==> src/lpsc_pkg.sv <==
package lpsc_pkg;

    // ------------------------------------------------------------------
    // Register map (printed offsets are word indices, byte address = 4 x)
    // ------------------------------------------------------------------
    localparam int LPSC_ADR_W = 10;
    localparam logic [7:0] LPSC_IDX_CTRL = 8'h13;
    localparam logic [7:0] LPSC_IDX_DUTY = 8'h14;
    localparam logic [7:0] LPSC_IDX_MEM_FIRST = 8'h50;
    localparam logic [7:0] LPSC_IDX_MEM_LAST = 8'h67;
    localparam logic [7:0] LPSC_IDX_STATUS = 8'h70;

    // ------------------------------------------------------------------
    // Field layouts and reset values
    // ------------------------------------------------------------------
    localparam int LPSC_CTRL_W = 3;
    localparam int LPSC_DUTY_W = 4;
    localparam int LPSC_CTRL_SHOW_BIT = 0;
    localparam int LPSC_CTRL_PSW_BIT = 1;
    localparam int LPSC_CTRL_WATCH_BIT = 2;
    localparam logic [2:0] LPSC_CTRL_RESET = 3'h0;
    localparam logic [3:0] LPSC_DUTY_RESET = 4'h0;
    localparam int LPSC_STAT_PHASE_LSB = 0;
    localparam int LPSC_STAT_GROUND_BIT = 2;
    localparam int LPSC_STAT_PSW_BIT = 3;

    // ------------------------------------------------------------------
    // Panel geometry
    // ------------------------------------------------------------------
    localparam int LPSC_COLUMNS = 24;
    localparam int LPSC_BACKPLANES = 4;
    localparam int LPSC_WORD_W = 4;
    localparam int LPSC_MEM_AW = 5;

    // ------------------------------------------------------------------
    // Display clock dividers, as counter masks on source edges
    // ------------------------------------------------------------------
    localparam logic [8:0] LPSC_OSC_MASK_64 = 9'h03f;
    localparam logic [8:0] LPSC_OSC_MASK_512 = 9'h1ff;
    localparam logic [11:0] LPSC_CYC_MASK_256 = 12'h0ff;
    localparam logic [11:0] LPSC_CYC_MASK_2048 = 12'h7ff;
    localparam logic [11:0] LPSC_CYC_MASK_4096 = 12'hfff;

    typedef enum logic [1:0] {
        LPSC_DUTY_QUARTER = 2'b00,
        LPSC_DUTY_THIRD = 2'b01,
        LPSC_DUTY_HALF = 2'b10,
        LPSC_DUTY_STATIC = 2'b11
    } lpsc_duty_t;

    typedef enum logic [1:0] {
        LPSC_CLK_OSC64 = 2'b00,
        LPSC_CLK_CYC256 = 2'b01,
        LPSC_CLK_CYC2048 = 2'b10,
        LPSC_CLK_FOURTH = 2'b11
    } lpsc_clksel_t;

    typedef enum logic [1:0] {
        LPSC_BUS_IDLE = 2'b00,
        LPSC_BUS_FETCH = 2'b01,
        LPSC_BUS_ACK = 2'b10
    } lpsc_bus_t;

endpackage

==> src/lpsc_dpram.sv <==
`timescale 1ns/1ps

// Two-port display memory: port a for software, port b for the scan.
module lpsc_dpram #(
    parameter int DEPTH = 24,
    parameter int WIDTH = 4,
    parameter int AW = 5
) (
    input wire logic clk_i,
    input wire logic a_we_i,
    input wire logic [AW-1:0] a_addr_i,
    input wire logic [WIDTH-1:0] a_wdata_i,
    output logic [WIDTH-1:0] a_rdata_o,
    input wire logic [AW-1:0] b_addr_i,
    output logic [WIDTH-1:0] b_rdata_o
);

    logic [WIDTH-1:0] mem [DEPTH];

    always_ff @(posedge clk_i)
    begin
        if (a_we_i)
        begin
            mem[a_addr_i] <= a_wdata_i;
        end
        a_rdata_o <= mem[a_addr_i];
        b_rdata_o <= mem[b_addr_i];
    end

endmodule // lpsc_dpram

==> src/lpsc_scan.sv <==
`timescale 1ns/1ps

// What this block does
// - Drive 4 backplane and 24 column outputs
// - 24 words; word per column, bit per backplane
// - Memory writes reach columns via scan port
// - Control bit 0 low blanks all columns
// - Control bit 1 switches bias divider power
// - Low power, bit 2 low: ground all, switch off
// - Duty bits select quarter, third, half, static
// - Clock bits select osc/64, cycle/256, /2048, fourth
// - Fourth clock: cycle/4096 or osc/512 by timer bit
// - Oscillator clock keeps scan running when system stops
// - Cycle dividers use divided cycle clock input
module lpsc_scan
    import lpsc_pkg::*;
(
    input wire logic clk_i,
    input wire logic rst_i,
    // Wishbone classic slave
    input wire logic cyc_i,
    input wire logic stb_i,
    input wire logic we_i,
    input wire logic [LPSC_ADR_W-1:0] adr_i,
    input wire logic [3:0] sel_i,
    input wire logic [31:0] dat_i,
    output logic [31:0] dat_o,
    output logic ack_o,
    // Clock sources and power state
    input wire logic oscillator_clock_i,
    input wire logic divided_cycle_clock_i,
    input wire logic timer_source_select_bit_i,
    input wire logic low_power_mode_i,
    // Panel side
    output logic [LPSC_BACKPLANES-1:0] backplane_o,
    output logic [LPSC_COLUMNS-1:0] column_o,
    output logic power_switch_o
);

    // ------------------------------------------------------------------
    // Register bus
    // ------------------------------------------------------------------
    lpsc_bus_t bus_state_r;
    lpsc_bus_t bus_state_nxt;
    logic ack_r;
    logic [31:0] dat_r;
    logic [LPSC_CTRL_W-1:0] display_control_r;
    logic [LPSC_DUTY_W-1:0] display_duty_clock_select_r;

    wire logic bus_req = cyc_i & stb_i;
    wire logic [7:0] reg_idx = adr_i[LPSC_ADR_W-1:2];
    wire logic hit_ctrl = (reg_idx == LPSC_IDX_CTRL);
    wire logic hit_duty = (reg_idx == LPSC_IDX_DUTY);
    wire logic hit_status = (reg_idx == LPSC_IDX_STATUS);
    wire logic hit_mem = (reg_idx >= LPSC_IDX_MEM_FIRST) && (reg_idx <= LPSC_IDX_MEM_LAST);
    wire logic [7:0] mem_off = reg_idx - LPSC_IDX_MEM_FIRST;
    wire logic [LPSC_MEM_AW-1:0] mem_addr_a = mem_off[LPSC_MEM_AW-1:0];
    wire logic bus_commit = (bus_state_r == LPSC_BUS_FETCH) & bus_req;
    // A write lands on the edge at which the master samples ack high
    wire logic wr_commit = (bus_state_r == LPSC_BUS_ACK) & bus_req & we_i & sel_i[0];
    wire logic wr_ctrl = wr_commit & hit_ctrl;
    wire logic wr_duty = wr_commit & hit_duty;
    wire logic wr_mem = wr_commit & hit_mem;
    logic [LPSC_WORD_W-1:0] mem_rdata_a;
    logic [31:0] status_word;
    // Control registers are write-only and read back as zero
    wire logic [31:0] dat_nxt =
        hit_mem ? {28'h000_0000, mem_rdata_a} : (hit_status ? status_word : 32'h0000_0000);

    always_comb
    begin
        bus_state_nxt = LPSC_BUS_IDLE;
        case (bus_state_r)
            LPSC_BUS_IDLE: bus_state_nxt = bus_req ? LPSC_BUS_FETCH : LPSC_BUS_IDLE;
            LPSC_BUS_FETCH: bus_state_nxt = bus_req ? LPSC_BUS_ACK : LPSC_BUS_IDLE;
            default: bus_state_nxt = LPSC_BUS_IDLE;
        endcase
    end

    always_ff @(posedge clk_i)
    begin
        if (rst_i)
        begin
            bus_state_r <= LPSC_BUS_IDLE;
            ack_r <= 1'b0;
            dat_r <= 32'h0000_0000;
            display_control_r <= LPSC_CTRL_RESET;
            display_duty_clock_select_r <= LPSC_DUTY_RESET;
        end
        else
        begin
            bus_state_r <= bus_state_nxt;
            ack_r <= bus_commit;
            if (bus_commit && !we_i)
            begin
                dat_r <= dat_nxt;
            end
            if (wr_ctrl)
            begin
                display_control_r <= dat_i[LPSC_CTRL_W-1:0];
            end
            if (wr_duty)
            begin
                display_duty_clock_select_r <= dat_i[LPSC_DUTY_W-1:0];
            end
        end
    end

    assign ack_o = ack_r;
    assign dat_o = dat_r;

    // ------------------------------------------------------------------
    // Display memory
    // ------------------------------------------------------------------
    logic [LPSC_MEM_AW-1:0] scan_addr_r;
    logic [LPSC_MEM_AW-1:0] scan_addr_d_r;
    logic [LPSC_WORD_W-1:0] mem_rdata_b;

    lpsc_dpram #(
        .DEPTH(LPSC_COLUMNS),
        .WIDTH(LPSC_WORD_W),
        .AW(LPSC_MEM_AW)
    ) u_mem (
        .clk_i(clk_i),
        .a_we_i(wr_mem),
        .a_addr_i(mem_addr_a),
        .a_wdata_i(dat_i[LPSC_WORD_W-1:0]),
        .a_rdata_o(mem_rdata_a),
        .b_addr_i(scan_addr_r),
        .b_rdata_o(mem_rdata_b)
    );

    // ------------------------------------------------------------------
    // Source synchronisers and dividers
    // ------------------------------------------------------------------
    // Both sources come from pins, so each passes two flops before the
    // edge detector; the third flop only serves the edge compare.
    logic osc_s1_r;
    logic osc_s2_r;
    logic osc_s3_r;
    logic cyc_s1_r;
    logic cyc_s2_r;
    logic cyc_s3_r;
    logic [8:0] osc_cnt_r;
    logic [11:0] cyc_cnt_r;

    wire logic osc_rise = osc_s2_r & ~osc_s3_r;
    wire logic cyc_rise = cyc_s2_r & ~cyc_s3_r;

    always_ff @(posedge clk_i)
    begin
        if (rst_i)
        begin
            osc_s1_r <= 1'b0;
            osc_s2_r <= 1'b0;
            osc_s3_r <= 1'b0;
            cyc_s1_r <= 1'b0;
            cyc_s2_r <= 1'b0;
            cyc_s3_r <= 1'b0;
            osc_cnt_r <= 9'h000;
            cyc_cnt_r <= 12'h000;
        end
        else
        begin
            osc_s1_r <= oscillator_clock_i;
            osc_s2_r <= osc_s1_r;
            osc_s3_r <= osc_s2_r;
            cyc_s1_r <= divided_cycle_clock_i;
            cyc_s2_r <= cyc_s1_r;
            cyc_s3_r <= cyc_s2_r;
            // Oscillator prescaler runs off its own edges only, so a stopped
            // cycle clock cannot stall it
            if (osc_rise)
            begin
                osc_cnt_r <= osc_cnt_r + 9'h001;
            end
            if (cyc_rise)
            begin
                cyc_cnt_r <= cyc_cnt_r + 12'h001;
            end
        end
    end

    wire logic oscillator_div64_clock = osc_rise & ((osc_cnt_r & LPSC_OSC_MASK_64) == LPSC_OSC_MASK_64);
    wire logic osc_div512_tick = osc_rise & (osc_cnt_r == LPSC_OSC_MASK_512);
    wire logic cycle_div256_clock = cyc_rise & ((cyc_cnt_r & LPSC_CYC_MASK_256) == LPSC_CYC_MASK_256);
    wire logic cycle_div2048_clock =
        cyc_rise & ((cyc_cnt_r & LPSC_CYC_MASK_2048) == LPSC_CYC_MASK_2048);
    wire logic cyc_div4096_tick = cyc_rise & (cyc_cnt_r == LPSC_CYC_MASK_4096);
    wire logic fourth_display_clock =
        timer_source_select_bit_i ? osc_div512_tick : cyc_div4096_tick;

    // ------------------------------------------------------------------
    // Display clock select and phase stepping
    // ------------------------------------------------------------------
    wire lpsc_clksel_t clk_sel = lpsc_clksel_t'(display_duty_clock_select_r[3:2]);
    wire lpsc_duty_t duty_sel = lpsc_duty_t'(display_duty_clock_select_r[1:0]);
    wire logic disp_tick =
        (clk_sel == LPSC_CLK_OSC64) ? oscillator_div64_clock :
        (clk_sel == LPSC_CLK_CYC256) ? cycle_div256_clock :
        (clk_sel == LPSC_CLK_CYC2048) ? cycle_div2048_clock :
        fourth_display_clock;
    wire logic [1:0] phase_last =
        (duty_sel == LPSC_DUTY_QUARTER) ? 2'h3 :
        (duty_sel == LPSC_DUTY_THIRD) ? 2'h2 :
        (duty_sel == LPSC_DUTY_HALF) ? 2'h1 :
        2'h0;

    logic [1:0] phase_r;
    logic [1:0] phase_nxt;

    // A duty change that leaves the phase out of range snaps it back at once
    always_comb
    begin
        phase_nxt = phase_r;
        if (phase_r > phase_last)
        begin
            phase_nxt = 2'h0;
        end
        else if (disp_tick)
        begin
            phase_nxt = (phase_r == phase_last) ? 2'h0 : phase_r + 2'h1;
        end
    end

    always_ff @(posedge clk_i)
    begin
        if (rst_i)
        begin
            phase_r <= 2'h0;
        end
        else
        begin
            phase_r <= phase_nxt;
        end
    end

    // ------------------------------------------------------------------
    // Memory scan into column shadow words
    // ------------------------------------------------------------------
    // The scan port sweeps all words continuously, so a new write shows
    // within one sweep of 24 clocks, far below any display period.
    wire logic scan_wrap = (scan_addr_r == LPSC_MEM_AW'(LPSC_COLUMNS - 1));

    always_ff @(posedge clk_i)
    begin
        if (rst_i)
        begin
            scan_addr_r <= '0;
            scan_addr_d_r <= '0;
        end
        else
        begin
            scan_addr_r <= scan_wrap ? '0 : scan_addr_r + LPSC_MEM_AW'(1);
            scan_addr_d_r <= scan_addr_r;
        end
    end

    // ------------------------------------------------------------------
    // Output gating
    // ------------------------------------------------------------------
    wire logic ground_all = low_power_mode_i & ~display_control_r[LPSC_CTRL_WATCH_BIT];
    wire logic show_cols = ~ground_all & display_control_r[LPSC_CTRL_SHOW_BIT];
    wire logic psw_nxt = ~ground_all & display_control_r[LPSC_CTRL_PSW_BIT];

    logic [LPSC_WORD_W-1:0] word_r [LPSC_COLUMNS];
    logic [LPSC_COLUMNS-1:0] column_r;
    logic [LPSC_BACKPLANES-1:0] backplane_r;
    logic psw_r;

    genvar gi;
    generate
        for (gi = 0; gi < LPSC_COLUMNS; gi++)
        begin : g_col
            always_ff @(posedge clk_i)
            begin
                if (rst_i)
                begin
                    word_r[gi] <= '0;
                    column_r[gi] <= 1'b0;
                end
                else
                begin
                    if (scan_addr_d_r == LPSC_MEM_AW'(gi))
                    begin
                        word_r[gi] <= mem_rdata_b;
                    end
                    column_r[gi] <= show_cols & word_r[gi][phase_r];
                end
            end
        end
        for (gi = 0; gi < LPSC_BACKPLANES; gi++)
        begin : g_bp
            always_ff @(posedge clk_i)
            begin
                if (rst_i)
                begin
                    backplane_r[gi] <= 1'b0;
                end
                else
                begin
                    backplane_r[gi] <= ~ground_all & (phase_r == 2'(gi));
                end
            end
        end
    endgenerate

    always_ff @(posedge clk_i)
    begin
        if (rst_i)
        begin
            psw_r <= 1'b0;
        end
        else
        begin
            psw_r <= psw_nxt;
        end
    end

    // is software's duty; here the watch bit is honoured whatever clock
    // is selected, which merely stalls if the cycle clock stops.
    assign backplane_o = backplane_r;
    assign column_o = column_r;
    assign power_switch_o = psw_r;

    always_comb
    begin
        status_word = 32'h0000_0000;
        status_word[LPSC_STAT_PHASE_LSB +: 2] = phase_r;
        status_word[LPSC_STAT_GROUND_BIT] = ground_all;
        status_word[LPSC_STAT_PSW_BIT] = psw_r;
    end

endmodule // lpsc_scan

==> config.mk <==
export PLATFORM = sky130hd
export DESIGN_NAME = lpsc_scan
export DESIGN_NICKNAME = d
export VERILOG_FILES = /design/src/lpsc_pkg.sv /design/src/lpsc_dpram.sv /design/src/lpsc_scan.sv
export SDC_FILE = /design/constraint.sdc
export NUM_CORES = 1
export LEC_CHECK = 0
export ABC_CLOCK_PERIOD_IN_PS = 2700
export CORE_ASPECT_RATIO = 0.75
export CORE_MARGIN = 3
export CORE_UTILIZATION = 40
export CTS_CLUSTER_SIZE = 30
export DETAILED_ROUTE_END_ITERATION = 12
export DONT_BUFFER_PORTS = 1
export PLACE_DENSITY = 0.6
export SLEW_MARGIN = 40
export SYNTH_ARGS = -nofsm -noshare
export SYNTH_HDL_FRONTEND = slang
export SYNTH_HIERARCHICAL = 1
export SYNTH_SLANG_ARGS = --single-unit
==> constraint.sdc <==
create_clock -name clk_i -period 2.7 [get_ports clk_i]
set_input_delay 0 -clock clk_i [delete_from_list [all_inputs] [get_ports clk_i]]
set_output_delay 0 -clock clk_i [all_outputs]
set_load 0.05 [all_outputs]
==> impl_metrics.py <==
metrics = {
    "run_status": {
        "run_status": "finished clean",
    },
    "detailed_routing": {
        "vias": 7425,
        "drc": 0,
        "viasPerCell": 5.35,
        "first_pass_iters": 5,
        "wl_um": 27900,
        "drtAntennaViolNets": 0,
        "drtIter0Drc": 548,
        "routedWlPerCell_um": 20.1,
    },
    "floorplan": {
        "std_cell_rows": 55,
        "pin_count": 117,
        "start_util_pct": 41.3,
        "die-width_um": 211,
        "core_area_um2": 30600,
        "dieArea_um2": 33800,
        "die_h_um": 160,
    },
    "worst_setup_path": {
        "crit_fanout": 2,
        "r2r_cells": 6,
        "slowest_stage": "dlygate4sd3_1",
        "cp_common_cell": "dlygate4sd3_1",
        "crit_type": "reg2reg",
        "end_kind": "flop",
        "r2r-end": "u_mem/a_rdata_o[0]",
        "cp_top_family": "buffers and inverters",
        "critPathArrivalTime_ns": 3.01,
        "crit_buf_inv": 2,
        "r2r-start": "u_mem/mem[23][0]",
        "slowest_delay_ns": 0.56,
        "worst-r2r-setup-slack_ns": 0.13,
        "crit_path_cell_trace": "mux4_2 -> mux2_2 -> nand2_1 -> dlygate4sd3_1 -> nand3_1 -> dlygate4sd3_1",
        "cp.required_ns": 3.15,
        "cp-start-kind": "flop",
    },
    "placed_design": {
        "dpl.cell_count": 1294,
        "gp_congestion": 0.841,
        "dp_slack_ns": 0.288,
        "portBuffers": 0,
        "hpwl_um": 18000,
    },
    "timing": {
        "fmax_mhz": 389,
        "post-route-period-util_pct": 95.1,
        "relSlewSlack_pct": 49.1,
        "hold_viol_final": 0,
        "setup_ws_ns": 0.131,
        "clock_skew_ns": 0.0118,
        "setup_tns_ns": 0,
        "grt_setup_unrepaired": "no",
        "setup_violations": 0,
        "drv_slew": 0,
        "min_period_ns": 2.57,
        "tightest_slew_ns": 0.762,
    },
    "synthesis": {
        "syn_avg_cell_area_um2": 13.5,
        "synth_top_area_share_pct": 45.6,
        "synth.area.top_cells": "edfxtp_1, dfxtp_1, mux4_2, and2_1, mux2i_1",
        "synth_edf_count": 192,
        "yosys.cell_count.top_type": "edfxtp_1",
        "synth_flop_cell": "edfxtp_1",
        "ys_seq_area_share_pct": 59.9,
        "async_flop_share_pct": 0,
        "synth_cell_types": 55,
        "synth-warning-count": 6,
        "synth_area_um2": 12600,
        "yosysTopAreaCell": "edfxtp_1",
        "synthTopCellsByCount": "edfxtp_1, and2_1, dfxtp_1",
        "synthCells": 939,
        "yosys_register_bits": 282,
    },
    "clock_tree": {
        "cts.sinks": 282,
        "post-cts-setup-buffers": 0,
        "cts_tree": "done",
        "cts.reportedPaths.clkPinSlew_ns": 0.06,
        "h-tree-depth": 1,
        "cts_buffers": 29,
        "clockBufferDepth": 3,
        "ctsRootBufferMaster": "clkbuf_16",
        "worstSkewPairLatency_ns": 0.57,
    },
    "worst_hold_path": {
        "hp-class": "in2reg",
        "hp-start": "timer_source_select_bit_i",
        "min_path_cells": 5,
        "worst_hold_path.endpoint": "phase_r[0]",
    },
    "pwr": {
        "internal-power_w": 0.00723,
        "pwr-share-clk_pct": 42.5,
        "p_sw_share_pct": 22.7,
        "p_per_area_nw_per_um2": 659,
        "p_leak_nw": 5.11,
        "ir_drop_v": 0.000488,
        "power_frac_comb_pct": 6.2,
        "fin_total_pwr_w": 0.00935,
        "seq_power_share_pct": 51.3,
        "p_switching_w": 0.00212,
    },
    "global_routing": {
        "overflow": 0,
        "grt_usage_pct": 16.5,
        "grt_antenna_before_repair": 2,
        "grt_pass1_vias": 7317,
        "grt_pass1_wl_um": 43400,
        "grt_max_degree": 83,
    },
    "finish": {
        "ff_latch_area_um2": 7570,
        "drive_gt1_share_pct": 14.4,
        "fin_cells": 1387,
        "final.fill_count": 2683,
        "fin_nets": 1029,
        "areaGrowthSynthToFinish_pct": 12.4,
        "multi_input_area_um2": 4690,
    },
    "run": {
        "drv_cap": 0,
    },
}
[routing by layer]
layer  global-route usage (%)  up-vias  part of all wire [%]
met2                     25.0      252                    45
met1                     24.0     3662                    46
met5                        0        -                 0.025
met3                     3.52       52                   6.8
met4                     5.02        2                   2.9
li1                         -     3457                     -
[how the worst max path moves through the flow]
stage,startpoint,to,slack (ns),cells past startpoint
after floorplan,bus_state_r[1],u_mem/mem[20][0],0.64,5
after global placement,bus_state_r[1],u_mem/mem[9][2],0.37,4
after detailed placement,bus_state_r[1],u_mem/mem[9][0],0.29,4
after CTS,u_mem/mem[19][0],u_mem/a_rdata_o[0],0.18,6
after global routing,bus_state_r[1],u_mem/mem[1][3],0.02,4
final,u_mem/mem[23][0],u_mem/a_rdata_o[0],0.13,6
[area by class of cell]
type | instances | share of cell area [%]
multi-input cells | 596 | 33.0
clock inverters | 10 | 0.581
well taps | 399 | 3.52
diodes | 1 | 0.0176
repair buffers | 48 | 3.21
inverters | 7 | 0.185
flip-flops and latches | 282 | 53.3
clock buffers | 44 | 6.15
[power groups by stage]
stage          Sequential (W)  Clock, W  Combinational [W]
6_report              0.00480   0.00398           0.000575
3_3_place_gp          0.00489         0           0.000467
3_5_place_dp          0.00490         0           0.000470
5_1_grt               0.00481   0.00429           0.000617
2_1_floorplan         0.00483         0           0.000466
4_1_cts               0.00480   0.00408           0.000573
[metrics by stage]
stage	utilization [%]	area [um2]	hold WS (ns)
global placement	42.0	12900	0.0927
detailed placement	42.0	12900	0.0920
CTS	46.3	14200	0.0225
finish	46.4	14200	0.0564
floorplan	-	12700	0.0989
global route	46.4	14200	0.0654
[what timing repair did]
| item | 4_1_cts | 5_1_grt |
|---|---|---|
| hold buffers | 34 | 4 |
| hold endpoints to repair | 396 | 96 |
| resized for setup | 0 | 0 |
[sequential cells by signal, summed over array words and instances, names as in the netlist]
register                     count
word_r                          96
scan_addr_r                      5
osc_cnt_r                        9
osc_s3_r                         1
display_duty_clock_select_r      4
u_mem/mem                       96
power_switch_o                   1
column_o                        24
display_control_r                3
cyc_s3_r                         1
u_mem/b_rdata_o                  4
u_mem/a_rdata_o                  4
dat_o                            4
cyc_s1_r                         1
ack_o                            1
bus_state_r                      2
osc_s1_r                         1
backplane_o                      4
phase_r                          2
cyc_cnt_r                       12
osc_s2_r                         1
cyc_s2_r                         1
scan_addr_d_r                    5
[worst register-to-register path: cells and delay by family (launching register included)]
| kind | cells | cell delay (ns) |
|---|---|---|
| buf+inv | 2 | 1.12 |
| flops | 1 | 0.42 |
| mux | 2 | 0.78 |
| simple gates | 2 | 0.15 |
[cells in the final DEF (no fill, tap or decap), types with 14 or more instances in the layout]
master	instances
dlygate4sd3_1	31
nor2b_1	24
nor2_1	87
dfxtp_1	85
and2_1	104
conb_1	28
a22oi_1	19
nand2_1	42
a21o_1	14
mux4_2	56
mux2i_1	43
edfxtp_1	192
clkbuf_16	30
and3_1	27
[kinds of logic (layout without fill, tap and decap cells)]
kind of cell | after synthesis | in the layout | share of synthesized area (%)
flops | 282 | 282 | 59.9
compound gates | 74 | 74 | 4.32
other cells | 1 | 29 | 0.0297
xor+xnor | 17 | 17 | 1.18
buf+inv | 88 | 109 | 3.79
fa+ha+maj | 10 | 10 | 0.990
simple gates | 360 | 360 | 15.7
mux | 107 | 107 | 14.1
(Power assumes the default switching activity.)
